**src/uvbp_pkg.sv**
```systemverilog
// Package for the VBUS boost PWM controller: register field positions and reset values.
// Assumes a single 250 MHz clock domain and plain-port control bits.
package uvbp_pkg;
   localparam int          PERIOD_LSB     = 0;
   localparam int          DUTY_LSB       = 8;
   localparam int          BYTE_W         = 8;
   localparam int          CTL_BOOST_COUNTER_ENABLE_BIT  = 8;
   localparam int          CTL_POL_BIT    = 9;
   localparam int          CTL_BOOST_PWM_ENABLE_BIT  = 15;
   localparam int          OTG_DISCH_BIT  = 0;
   localparam int          OTG_TARGET_BIT = 1;
   localparam int          OTG_GEN_BIT    = 3;
   localparam int          PWR_ON_BIT     = 0;
   localparam logic [15:0] RESET_WORD     = 16'h0000;
   localparam int          CLK_MHZ        = 250;
endpackage

```
**src/uvbp_boost_pwm.sv**
```systemverilog
// Top of the VBUS boost PWM controller: PWM generation, target select and comparators.
// Assumes control words come from logic on clk; comparator inputs are asynchronous pins.
//
// What this block does
// - The PWM period is the low byte and the duty the high byte of the period/duty word.
// - Control bit 9 sets the active level of the PWM output.
// - OTG control bit 1 selects the VBUS target voltage that is regulated.
// - Control bit 8 set to one runs the PWM counter.
// - Control bit 15 set to one enables the PWM output.
// - OTG control bit 3 set to one enables the VBUS generation circuit.
// - In host role, with generation enabled and no over-current, VBUS is supplied to the attached device.
// - The PWM output drives an external switcher that makes the 5V VBUS.
// - Comparators watch VBUS and limit the boost supply current.
`timescale 1ns/10ps
`default_nettype none
module uvbp_boost_pwm #(
   parameter int W = uvbp_pkg::BYTE_W
) (
   input  wire logic        clk,
   input  wire logic        rst,
   input  wire logic [15:0] boostPeriodDutyReg,
   input  wire logic [15:0] boostPwmControlReg,
   input  wire logic [15:0] otgControlReg,
   input  wire logic [15:0] usbModulePowerCtl,
   input  wire logic        hostRole,
   input  wire logic        vbusAboveTarget,
   input  wire logic        overCurrent,
   output logic             boostPwmOut,
   output logic             vbusTargetHigh,
   output logic             vbusSupplyEn,
   output logic             genReady,
   output logic             currentLimited
);
   logic [W-1:0] periodVal;
   logic [W-1:0] dutyVal;
   logic         polarity;
   logic         counterEn;
   logic         boost_pwm_enable;
   logic         genEn;
   logic [W-1:0] count;
   logic         wrap;
   logic [1:0]   aboveSync_r;
   logic [1:0]   ocSync_r;
   logic         pwmActive;

   assign periodVal = boostPeriodDutyReg[uvbp_pkg::PERIOD_LSB +: W];
   assign dutyVal   = boostPeriodDutyReg[uvbp_pkg::DUTY_LSB +: W];
   assign polarity  = boostPwmControlReg[uvbp_pkg::CTL_POL_BIT];
   assign counterEn = boostPwmControlReg[uvbp_pkg::CTL_BOOST_COUNTER_ENABLE_BIT];
   assign boost_pwm_enable     = boostPwmControlReg[uvbp_pkg::CTL_BOOST_PWM_ENABLE_BIT];
   assign genEn     = otgControlReg[uvbp_pkg::OTG_GEN_BIT];

   uvbp_counter #(.W(W)) uCounter (
      .clk    (clk),
      .rst    (rst),
      .run    (counterEn),
      .period (periodVal),
      .count  (count),
      .wrap   (wrap)
   );

   // Comparator pins are two-stage synchronised.
   always_ff @(posedge clk) begin
      if (rst) begin
         aboveSync_r <= 2'h0;
         ocSync_r    <= 2'h0;
      end else begin
         aboveSync_r <= {aboveSync_r[0], vbusAboveTarget};
         ocSync_r    <= {ocSync_r[0], overCurrent};
      end
   end

   assign pwmActive = counterEn && boost_pwm_enable && genEn && !aboveSync_r[1] && !ocSync_r[1]
                      && (count < dutyVal);

   always_ff @(posedge clk) begin
      if (rst) begin
         boostPwmOut <= 1'b0;
      end else if (boost_pwm_enable) begin
         boostPwmOut <= pwmActive ^ ~polarity;
      end else begin
         boostPwmOut <= 1'b0;
      end
   end

   always_ff @(posedge clk) begin
      if (rst) begin
         vbusTargetHigh <= 1'b0;
      end else begin
         vbusTargetHigh <= otgControlReg[uvbp_pkg::OTG_TARGET_BIT];
      end
   end

   always_ff @(posedge clk) begin
      if (rst) begin
         vbusSupplyEn <= 1'b0;
      end else begin
         vbusSupplyEn <= genEn && hostRole && !ocSync_r[1];
      end
   end

   always_ff @(posedge clk) begin
      if (rst) begin
         genReady <= 1'b0;
      end else begin
         genReady <= usbModulePowerCtl[uvbp_pkg::PWR_ON_BIT]
                     && !otgControlReg[uvbp_pkg::OTG_DISCH_BIT];
      end
   end

   always_ff @(posedge clk) begin
      if (rst) begin
         currentLimited <= 1'b0;
      end else begin
         currentLimited <= ocSync_r[1];
      end
   end

   chk_pwm_off_disabled: assert property (@(posedge clk) disable iff (rst)
      !boost_pwm_enable |=> boostPwmOut == 1'b0)
      else $error("PWM output moved while disabled.");
   chk_active_level: assert property (@(posedge clk) disable iff (rst)
      boost_pwm_enable |=> boostPwmOut == ($past(pwmActive) ^ ~$past(polarity)))
      else $error("PWM output level wrong for polarity.");
   chk_duty_compare: assert property (@(posedge clk) disable iff (rst)
      pwmActive |-> count < dutyVal)
      else $error("Active phase beyond duty.");
   chk_counter_idle: assert property (@(posedge clk) disable iff (rst)
      !counterEn ##1 !counterEn |-> count == '0)
      else $error("Counter ran while disabled.");
   chk_target_follow: assert property (@(posedge clk) disable iff (rst)
      ##1 vbusTargetHigh == $past(otgControlReg[uvbp_pkg::OTG_TARGET_BIT]))
      else $error("Target select not followed.");
   chk_gen_enable: assert property (@(posedge clk) disable iff (rst)
      !genEn |=> !vbusSupplyEn)
      else $error("VBUS supplied while generation disabled.");
   chk_host_supply: assert property (@(posedge clk) disable iff (rst)
      genEn && hostRole && !ocSync_r[1] |=> vbusSupplyEn)
      else $error("Host role without VBUS supply.");
   chk_overcurrent_stop: assert property (@(posedge clk) disable iff (rst)
      overCurrent [*3] |=> !pwmActive && currentLimited)
      else $error("Over-current did not stop switching.");
   chk_ready_flag: assert property (@(posedge clk) disable iff (rst)
      ##1 genReady == ($past(usbModulePowerCtl[uvbp_pkg::PWR_ON_BIT])
                       && !$past(otgControlReg[uvbp_pkg::OTG_DISCH_BIT])))
      else $error("Readiness flag wrong.");
   chk_wrap_unused: assert property (@(posedge clk) disable iff (rst)
      counterEn && $past(counterEn) |-> count <= periodVal || $past(count) > periodVal
      || periodVal != $past(periodVal))
      else $error("Count passed period.");


   // The guards below pin down the gating order of the switching path.
   // Each enable bit and each synchronised comparator must be able to
   // stop the active phase on its own, so that a stuck bit in one of
   // them cannot keep the external switch on.
   // The status outputs must also drop with reset, whatever the inputs.

   chk_wrap_restart: assert property (@(posedge clk) disable iff (rst)
      wrap |=> count == '0)
      else $error("Counter did not restart after wrap.");

   chk_count_start: assert property (@(posedge clk) disable iff (rst)
      $rose(counterEn) |-> count == '0)
      else $error("Counter did not start from zero.");

   chk_counter_gate: assert property (@(posedge clk) disable iff (rst)
      !counterEn |-> !pwmActive)
      else $error("Switching with counter stopped.");

   chk_gen_gate: assert property (@(posedge clk) disable iff (rst)
      !genEn |-> !pwmActive)
      else $error("Switching with generation disabled.");

   chk_reset_quiet: assert property (@(posedge clk)
      rst |=> boostPwmOut == 1'b0 && vbusSupplyEn == 1'b0 && genReady == 1'b0
      && currentLimited == 1'b0 && vbusTargetHigh == 1'b0)
      else $error("Outputs not quiet after reset.");

   chk_host_drop: assert property (@(posedge clk) disable iff (rst)
      !hostRole |=> !vbusSupplyEn)
      else $error("VBUS supplied outside host role.");

   chk_oc_supply: assert property (@(posedge clk) disable iff (rst)
      ocSync_r[1] |=> !vbusSupplyEn)
      else $error("VBUS supplied during over-current.");

   chk_limit_follow: assert property (@(posedge clk) disable iff (rst)
      ##1 currentLimited == $past(ocSync_r[1]))
      else $error("Current limit status not followed.");

   chk_limit_clear: assert property (@(posedge clk) disable iff (rst)
      !ocSync_r[1] |=> !currentLimited)
      else $error("Current limit status stuck.");

   chk_regulate_stop: assert property (@(posedge clk) disable iff (rst)
      aboveSync_r[1] |-> !pwmActive)
      else $error("Switching while VBUS above target.");

   chk_sync_order: assert property (@(posedge clk) disable iff (rst)
      ##1 aboveSync_r[1] == $past(aboveSync_r[0]))
      else $error("Comparator synchroniser out of order.");

   chk_ready_off: assert property (@(posedge clk) disable iff (rst)
      !usbModulePowerCtl[uvbp_pkg::PWR_ON_BIT] |=> !genReady)
      else $error("Ready shown with module unpowered.");

   cov_pwm_toggle: cover property (@(posedge clk) disable iff (rst)
      pwmActive ##1 !pwmActive);
   cov_supply_on:  cover property (@(posedge clk) disable iff (rst) vbusSupplyEn);
   cov_limit:      cover property (@(posedge clk) disable iff (rst) currentLimited);
   cov_wrap:       cover property (@(posedge clk) disable iff (rst) wrap);
   cov_regulate:   cover property (@(posedge clk) disable iff (rst)
      aboveSync_r[1] && boost_pwm_enable);
endmodule
`default_nettype wire

```
**src/uvbp_counter.sv**
```systemverilog
// Period counter for the boost PWM, held at zero while run is low.
// Assumes synchronous active-high reset on the same clock as its user.
`timescale 1ns/10ps
`default_nettype none
module uvbp_counter #(
   parameter int W = 8
) (
   input  wire logic         clk,
   input  wire logic         rst,
   input  wire logic         run,
   input  wire logic [W-1:0] period,
   output logic      [W-1:0] count,
   output logic              wrap
);
   assign wrap = run && (count >= period);

   always_ff @(posedge clk) begin
      if (rst || !run) begin
         count <= '0;
      end else if (wrap) begin
         count <= '0;
      end else begin
         count <= count + W'(1);
      end
   end

   chk_count_bounded: assert property (@(posedge clk) disable iff (rst)
      run && $past(run) && $past(count) < $past(period) && period == $past(period)
      |-> count == $past(count) + W'(1))
      else $error("Counter did not advance by one.");
endmodule
`default_nettype wire

```
**config.mk**
```make
export PLATFORM = sky130hd
export DESIGN_NAME = uvbp_boost_pwm
export DESIGN_NICKNAME = d
export VERILOG_FILES = /design/src/uvbp_pkg.sv /design/src/uvbp_boost_pwm.sv /design/src/uvbp_counter.sv
export SDC_FILE = /design/constraint.sdc
export NUM_CORES = 1
export LEC_CHECK = 0
export BUFFER_PORTS_ARGS = -buffer_cell sky130_fd_sc_hd__clkbuf_2
export CORE_MARGIN = 5
export CORE_UTILIZATION = 39
export DETAILED_ROUTE_END_ITERATION = 16
export PLACE_DENSITY = 0.78
export SLEW_MARGIN = 10
export SYNTH_ARGS = -nofsm -noshare
export SYNTH_HDL_FRONTEND = slang
export SYNTH_SLANG_ARGS = --single-unit
```
**constraint.sdc**
```tcl
create_clock -name clk -period 2.4 [get_ports clk]
set_clock_uncertainty 0.15 [all_clocks]
set_input_delay 0.48 -clock clk [delete_from_list [all_inputs] [get_ports clk]]
set_output_delay 0.48 -clock clk [all_outputs]
set_load 0.01 [all_outputs]
```
==> flow_metrics.py, run 1 <==
metrics = {
    "setup_path": {
        "cp_max_fo": 8,
        "critical-path-max-stage-delay_ns": 0.45,
        "crit_path_top_delay_cell": "dfxtp_1",
        "reg2regPathDepth": 6,
        "worst_setup_path_end_kind": "flip-flop",
        "r2r-end": "uCounter.count[2]$_SDFF_PP0_",
        "required_ns": 2.46,
        "worstPathCellList": "inv_1 > ha_1 > nand2b_1 > a21o_1 > a211o_4 > a211oi_1",
        "crit_start": "uCounter.count[0]$_SDFF_PP0_",
        "reg2reg_slack_ns": 0.47,
        "crit_path_end": "uCounter.count[2]$_SDFF_PP0_",
        "arrival_ns": 1.99,
        "critical_path_class": "flip-flop to flip-flop",
        "start_kind": "flip-flop",
        "r2r-start": "uCounter.count[0]$_SDFF_PP0_",
    },
    "synth": {
        "synth_edf_count": 0,
        "synthArstFlopShare_pct": 0,
        "synth_cells": 107,
        "synth_flop_cell": "dfxtp_1",
        "yosys-top-cells-count": "inv_1 (18), dfxtp_1 (17), ha_1 (16)",
        "synth.avg_cell_area_um2": 9.21,
        "ys_types": 27,
        "seq_area_frac_synth_pct": 34.5,
        "yosysTopAreaCell": "dfxtp_1",
        "synthTopCellsByArea": "dfxtp_1 (35%), ha_1 (20%), a211oi_1 (6.9%)",
        "yosysWarnings": 0,
        "synth.cell_area_um2": 986,
        "synth.ff_latch_count": 17,
        "synth_nets": 192,
        "yosysMostFrequentCell": "inv_1",
        "synth_top_area_share_pct": 34.5,
    },
    "die": {
        "die_height_um": 60.3,
        "core_mm2": 0.00245,
        "fp.dieW_um": 60.3,
        "start_util_pct": 40.2,
        "rows": 18,
        "fp.dieArea_mm2": 0.00363,
        "io_pins": 74,
    },
    "placed_design": {
        "dp_hpwl_um": 1730,
        "dpl_cell_area_mm2": 0.00118,
        "post-place-ws_ns": 0.391,
        "io_buffers": 32,
        "gp_congestion": 0.766,
    },
    "global_route": {
        "grt_max_degree": 12,
        "grt_pass1_wl_um": 3300,
        "track_usage_pct": 12.5,
        "antenna_found_initial": 0,
        "grt_pass1_vias": 808,
        "grt_remaining_overflow": 0,
    },
    "clocking": {
        "cts-root-buf": "clkbuf_4",
        "cts_tree": "done",
        "htreeDepth": 1,
        "postCtsSetupBuffers": 0,
        "cts_max_path_buffers": 2,
        "path_clk_slew_ns": 0.09,
        "cts_hold_buf": 0,
        "worstSkewPairLatency_ns": 0.29,
        "cts_buffers": 3,
        "postCtsResizedCells": 0,
        "cts.sinks": 17,
    },
    "power_and_ir_drop": {
        "power_mw": 0.522,
        "cellLeakagePower_nw": 0.643,
        "power_frac_comb_pct": 14.4,
        "cellPowerDensity_mw_per_mm2": 433,
        "power.internal_mw": 0.393,
        "clockPowerShare_pct": 29.1,
        "pwr-share-seq_pct": 56.4,
        "p_switching_mw": 0.130,
        "max-vdd-ir-drop_mv": 0.310,
        "swShare_pct": 24.8,
    },
    "routing": {
        "wl_per_cell_um": 11.6,
        "ant_nets": 0,
        "drt-initial-drc-count": 13,
        "totalWireLength_um": 1990,
        "vias": 855,
        "dr.pass1.iters": 4,
        "drc_errors": 0,
        "vias_per_cell": 4.97,
    },
    "final_layout": {
        "layout.nets": 228,
        "fin_area_mm2": 0.00121,
        "n_antenna_cell": 0,
        "drive_above_1_share_pct": 26.8,
        "postLayoutCoreUtil_pct": 49.2,
        "area_growth_pct": 22.5,
    },
    "flow_run": {
        "drv_cap": 0,
    },
    "sta": {
        "setup_viol": 0,
        "clock.fmax_ghz": 0.518,
        "layout_min_cycle_time_ns": 1.93,
        "rsz0062_at_grt": "false",
        "relSlewSlack_pct": 61.2,
        "tns_ns": 0,
        "post-route-period-util_pct": 80.4,
        "worstMarginPinSlew_ns": 0.580,
        "postLayoutSetupSlackWorst_ns": 0.470,
        "hold_viol_final": 0,
        "slew_viol_final": 0,
    },
    "hold_path": {
        "min-delay-start": "otgControlReg[0]",
        "min_path_type": "primary input to flip-flop",
    },
    "run_status": {
        "status": "finished clean",
    },
}
## cell type report
cell class,instances,area [um2]
inverter,18,67.6
timing repair buffer,32,160
multi-input combinational,71,574
sequential,17,340
clock buffer,3,22.5
fill,240,1250
tap,30,37.5
clock inverter,1,5.00
## layout by cell type (no fill, tap or decap)
cell / netlist / final
clkbuf_4: 0 / 3
dfxtp_1: 17 / 17
and2_1: 1 / 1
o211ai_1: 1 / 1
xor2_1: 4 / 4
and3_1: 3 / 3
nor3_1: 1 / 1
nand3b_1: 1 / 1
a21oi_1: 2 / 2
o2111ai_1: 1 / 1
or3b_2: 1 / 1
nand3_1: 4 / 4
nand4_1: 1 / 1
a211oi_1: 9 / 9
a21o_1: 2 / 2
inv_1: 18 / 18
nor3b_1: 2 / 2
clkbuf_2: 0 / 32
ha_1: 16 / 16
nor4bb_1: 2 / 2
a211o_4: 1 / 1
xnor2_1: 2 / 2
nor2_1: 6 / 6
nor2b_1: 5 / 5
nand2_1: 2 / 2
nand2b_1: 1 / 1
mux2i_1: 1 / 1
clkinv_2: 0 / 1
o21ai_0: 2 / 2
## layer usage
metal  global-route usage [%]  routed length (um)  up-vias
met5                        0                   0        -
met4                     7.59                  53        0
met3                     2.81                 108        5
met2                     21.6                1070       21
met1                     13.6                 750      389
li1                         -                   -      440
## metrics by stage
step | std cells | hold WS (ns)
3_5_place_dp | 168 | 0.269
4_1_cts | 172 | 0.189
3_3_place_gp | 168 | 0.259
2_1_floorplan | 107 | 0.248
6_report | 172 | 0.193
5_1_grt | 172 | 0.178
## state kept, by name, indices dropped and copies added (netlist names)
signal and flops:
aboveSync_r 2, boostPwmOut 1, currentLimited 1, genReady 1, ocSync_r 2, uCounter.count 8
vbusSupplyEn 1, vbusTargetHigh 1
## power groups by stage
stage / clock network (mW) / logic, mW / registers (mW)
2_1_floorplan: 0 / 0.0406 / 0.302
3_5_place_dp: 0 / 0.0761 / 0.301
6_report: 0.152 / 0.0753 / 0.295
3_3_place_gp: 0 / 0.0721 / 0.301
5_1_grt: 0.170 / 0.0857 / 0.296
4_1_cts: 0.156 / 0.0769 / 0.295
## worst max-delay path, delay by kind of cell (launching register included)
kind | cells | cell delay (ns)
buffers and inverters | 1 | 0.07
DFF | 1 | 0.45
and+or+nand+nor | 1 | 0.14
adders and majority gates | 1 | 0.26
AOI/OAI and AO/OA | 3 | 0.78
## how the worst min path moves through the flow
stage	end	slack (ns)	depth (start not counted)
floorplan	vbusSupplyEn$_SDFF_PP0_	0.25	1
global placement	vbusSupplyEn$_SDFF_PP0_	0.26	1
detailed placement	vbusSupplyEn$_SDFF_PP0_	0.27	1
CTS	genReady$_SDFF_PP0_	0.19	2
global route	genReady$_SDFF_PP0_	0.18	2
finish	genReady$_SDFF_PP0_	0.19	2
## cells by family after synthesis
group | count (synthesis) | share of synthesized area, %
buffers and inverters | 19 | 7.23
AOI/OAI and AO/OA | 18 | 13.8
and+or+nand+nor | 30 | 17.8
xor gates and xnor gates | 6 | 5.33
muxes | 1 | 1.02
adders and majority gates | 16 | 20.3
DFF | 17 | 34.5
No activity file was read; power rests on OpenSTA's default activity.
==> run 2, diff against run 1 <==
--- a/config.mk
+++ b/config.mk
@@ -5,11 +5,12 @@
 export SDC_FILE = /design/constraint.sdc
 export NUM_CORES = 1
 export LEC_CHECK = 0
+export ABC_AREA = 1
 export BUFFER_PORTS_ARGS = -buffer_cell sky130_fd_sc_hd__clkbuf_2
 export CORE_MARGIN = 5
-export CORE_UTILIZATION = 39
+export CORE_UTILIZATION = 40
 export DETAILED_ROUTE_END_ITERATION = 16
-export PLACE_DENSITY = 0.78
+export PLACE_DENSITY = 0.79
 export SLEW_MARGIN = 10
 export SYNTH_ARGS = -nofsm -noshare
 export SYNTH_HDL_FRONTEND = slang
==> constraint.sdc (replaced) <==
create_clock -name clk -period 1.8 [get_ports clk]
set_clock_uncertainty 0.15 [all_clocks]
set_input_delay 0.36 -clock clk [delete_from_list [all_inputs] [get_ports clk]]
set_output_delay 0.36 -clock clk [all_outputs]
set_load 0.01 [all_outputs]
==> flow_metrics.py, run 2 <==
metrics = {
    "run_status": {
        "status": "finished clean",
    },
    "synth": {
        "synth.cell_area_mm2": 0.00105,
        "synth_flop_cell": "dfxtp_1",
        "yosysTopAreaCell": "dfxtp_1",
        "synth_top_area_share_pct": 32.5,
        "synth_cells": 146,
        "yosysWarnings": 0,
        "synth_nets": 231,
        "yosys-top-cells-count": "inv_1 (37), nand2_1 (27), nor2_1 (22)",
        "seq_area_frac_synth_pct": 32.5,
        "synth_edf_count": 0,
        "synthTopCellsByArea": "dfxtp_1 (33%), ha_1 (19%), inv_1 (13%)",
        "synth.avg_cell_area_um2": 7.16,
        "synthArstFlopShare_pct": 0,
        "yosysMostFrequentCell": "inv_1",
        "ys_types": 20,
        "synth.ff_latch_count": 17,
    },
    "die": {
        "start_util_pct": 41.8,
        "io_pins": 74,
        "rows": 18,
        "die_height_um": 61.1,
        "fp.dieW_um": 61.1,
        "core_mm2": 0.00250,
        "fp.dieArea_mm2": 0.00374,
    },
    "setup_path": {
        "required_ns": 1.83,
        "start_kind": "flip-flop",
        "cp_max_fo": 8,
        "crit_family": "simple AND/OR/NAND/NOR gates",
        "arrival_ns": 1.63,
        "crit_start": "uCounter.count[7]$_SDFF_PP0_",
        "crit_path_top_delay_cell": "dfxtp_1",
        "worst_setup_path_end_kind": "flip-flop",
        "worstPathCellList": "ha_1 > nand2_1 > nor2_1 > nand4_1 > nand3_1 > nand2_1 > nand2_2 > nor2_1",
        "r2r-start": "uCounter.count[7]$_SDFF_PP0_",
        "critical_path_class": "flip-flop to flip-flop",
        "critPathBufInv": 0,
        "critical-path-max-stage-delay_ns": 0.36,
    },
    "final_layout": {
        "top_regs": "uCounter.count (8), aboveSync_r (2), ocSync_r (2)",
        "n_antenna_cell": 0,
        "final_cell_mix": "inv_1 (37), clkbuf_2 (32), nand2_1 (27)",
        "layout.nets": 267,
        "multi_input_area_um2": 563,
        "area_growth_pct": 21.2,
        "postLayoutCoreUtil_pct": 50.7,
        "layout_commonest_cell": "inv_1",
        "regArea_um2": 340,
        "fin_area_mm2": 0.00127,
        "largest_reg_flops": 8,
        "regMostFlops": "uCounter.count",
        "stdcell_count": 211,
        "fill_cells": 256,
        "drive_above_1_share_pct": 22.7,
    },
    "sta": {
        "slew_viol_final": 0,
        "hold_viol_final": 0,
        "tns_ns": 0,
        "worstMarginPinSlew_ns": 0.229,
        "postLayoutSetupSlackWorst_ns": 0.206,
        "relSlewSlack_pct": 84.7,
        "post-route-period-util_pct": 88.5,
        "layout_min_cycle_time_ns": 1.59,
        "whs_ns": 0.0718,
        "rsz0062_at_grt": "false",
        "clock.fmax_ghz": 0.628,
        "setup_viol": 0,
    },
    "placed_design": {
        "dp.cells": 207,
        "dpl_cell_area_mm2": 0.00124,
        "io_buffers": 32,
        "post-place-ws_ns": 0.0830,
        "gp_congestion": 0.715,
        "dp_hpwl_um": 1510,
    },
    "power_and_ir_drop": {
        "power_mw": 0.686,
        "max-vdd-ir-drop_mv": 0.564,
        "cellPowerDensity_mw_per_mm2": 541,
        "cellLeakagePower_nw": 0.758,
    },
    "global_route": {
        "track_usage_pct": 10.5,
        "grt_remaining_overflow": 0,
        "antenna_found_initial": 0,
        "grt_pass1_vias": 792,
        "grt_max_degree": 11,
        "grt_pass1_wl_um": 2920,
    },
    "routing": {
        "ant_nets": 0,
        "drc_errors": 0,
        "vias_per_cell": 4.25,
        "drt-initial-drc-count": 14,
        "totalWireLength_um": 1790,
        "wl_per_cell_um": 8.46,
        "dr.pass1.iters": 2,
        "vias": 896,
    },
    "hold_path": {
        "min-delay-start": "otgControlReg[0]",
        "min_path_type": "primary input to flip-flop",
    },
    "clocking": {
        "cts.sinks": 17,
        "cts_tree": "done",
        "postCtsResizedCells": 0,
        "postCtsSetupBuffers": 0,
        "worstSkewPairLatency_ns": 0.29,
        "cts_max_path_buffers": 2,
        "cts_buffers": 3,
        "cts-root-buf": "clkbuf_4",
        "path_clk_slew_ns": 0.09,
        "htreeDepth": 1,
        "cts_hold_buf": 0,
    },
    "flow_run": {
        "drv_cap": 0,
    },
}
run 2: cell count changes in the layout (fill, tap and decap cells not counted), moves of 5 or more:
| cell | previous run | this run |
|---|---|---|
| nand2_1 | 2 | 27 |
| nor2_1 | 6 | 22 |
| a211oi_1 | 9 | 0 |
| inv_1 | 18 | 37 |
| nor2b_1 | 5 | 0 |
run 2: worst paths after layout:
check	endpoint	depth (start not counted)	slack [ns]
max reg2reg	uCounter.count[1]$_SDFF_PP0_	8	0.21
min	genReady$_SDFF_PP0_	2	0.07
max	uCounter.count[1]$_SDFF_PP0_	8	0.21
min reg2reg	aboveSync_r[1]$_SDFF_PP0_	2	0.25
run 2: metal layers:
metal | up-vias | share of wire, % | GRT usage [%] | routed length [um]
li1 | 507 | - | - | -
met1 | 373 | 43 | 11.6 | 776
met2 | 16 | 49 | 19.0 | 878
met3 | 0 | 7.3 | 5.03 | 130
met4 | 0 | 0 | 0.929 | 0
met5 | - | 0 | 0 | 0
run 2: where the power goes:
part | leakage, nW | internal (mW) | switching, mW
registers | 0.139 | 0.387 | 0.00554
clock network | 0.0177 | 0.0826 | 0.114
logic | 0.601 | 0.0475 | 0.0490
total | 0.758 | 0.517 | 0.169
run 2: cell type report:
type	instances	share of cell area [%]
clock buffer	3	1.78
clock inverter	1	0.395
inverter	37	11.0
multi-input combinational	91	44.4
sequential	17	26.9
tap	30	2.96
timing repair buffer	32	12.6
run 2: worst reg2reg max path, stage by stage (launching register included):
cell and delay [ns]:
dfxtp_1 0.36, ha_1 0.31, nand2_1 0.07, nor2_1 0.14
nand4_1 0.10, nand3_1 0.10, nand2_1 0.06, nand2_2 0.15
nor2_1 0.06
run 2: cell families (layout without fill, tap and decap cells):
family / after synthesis / after routing / share of synthesized area [%]
DFF: 17 / 17 / 32.5
buffers and inverters: 38 / 73 / 13.6
AOI/OAI and AO/OA: 5 / 5 / 2.63
adders and majority gates: 16 / 16 / 19.1
and+or+nand+nor: 64 / 64 / 26.3
xor gates and xnor gates: 6 / 6 / 5.74
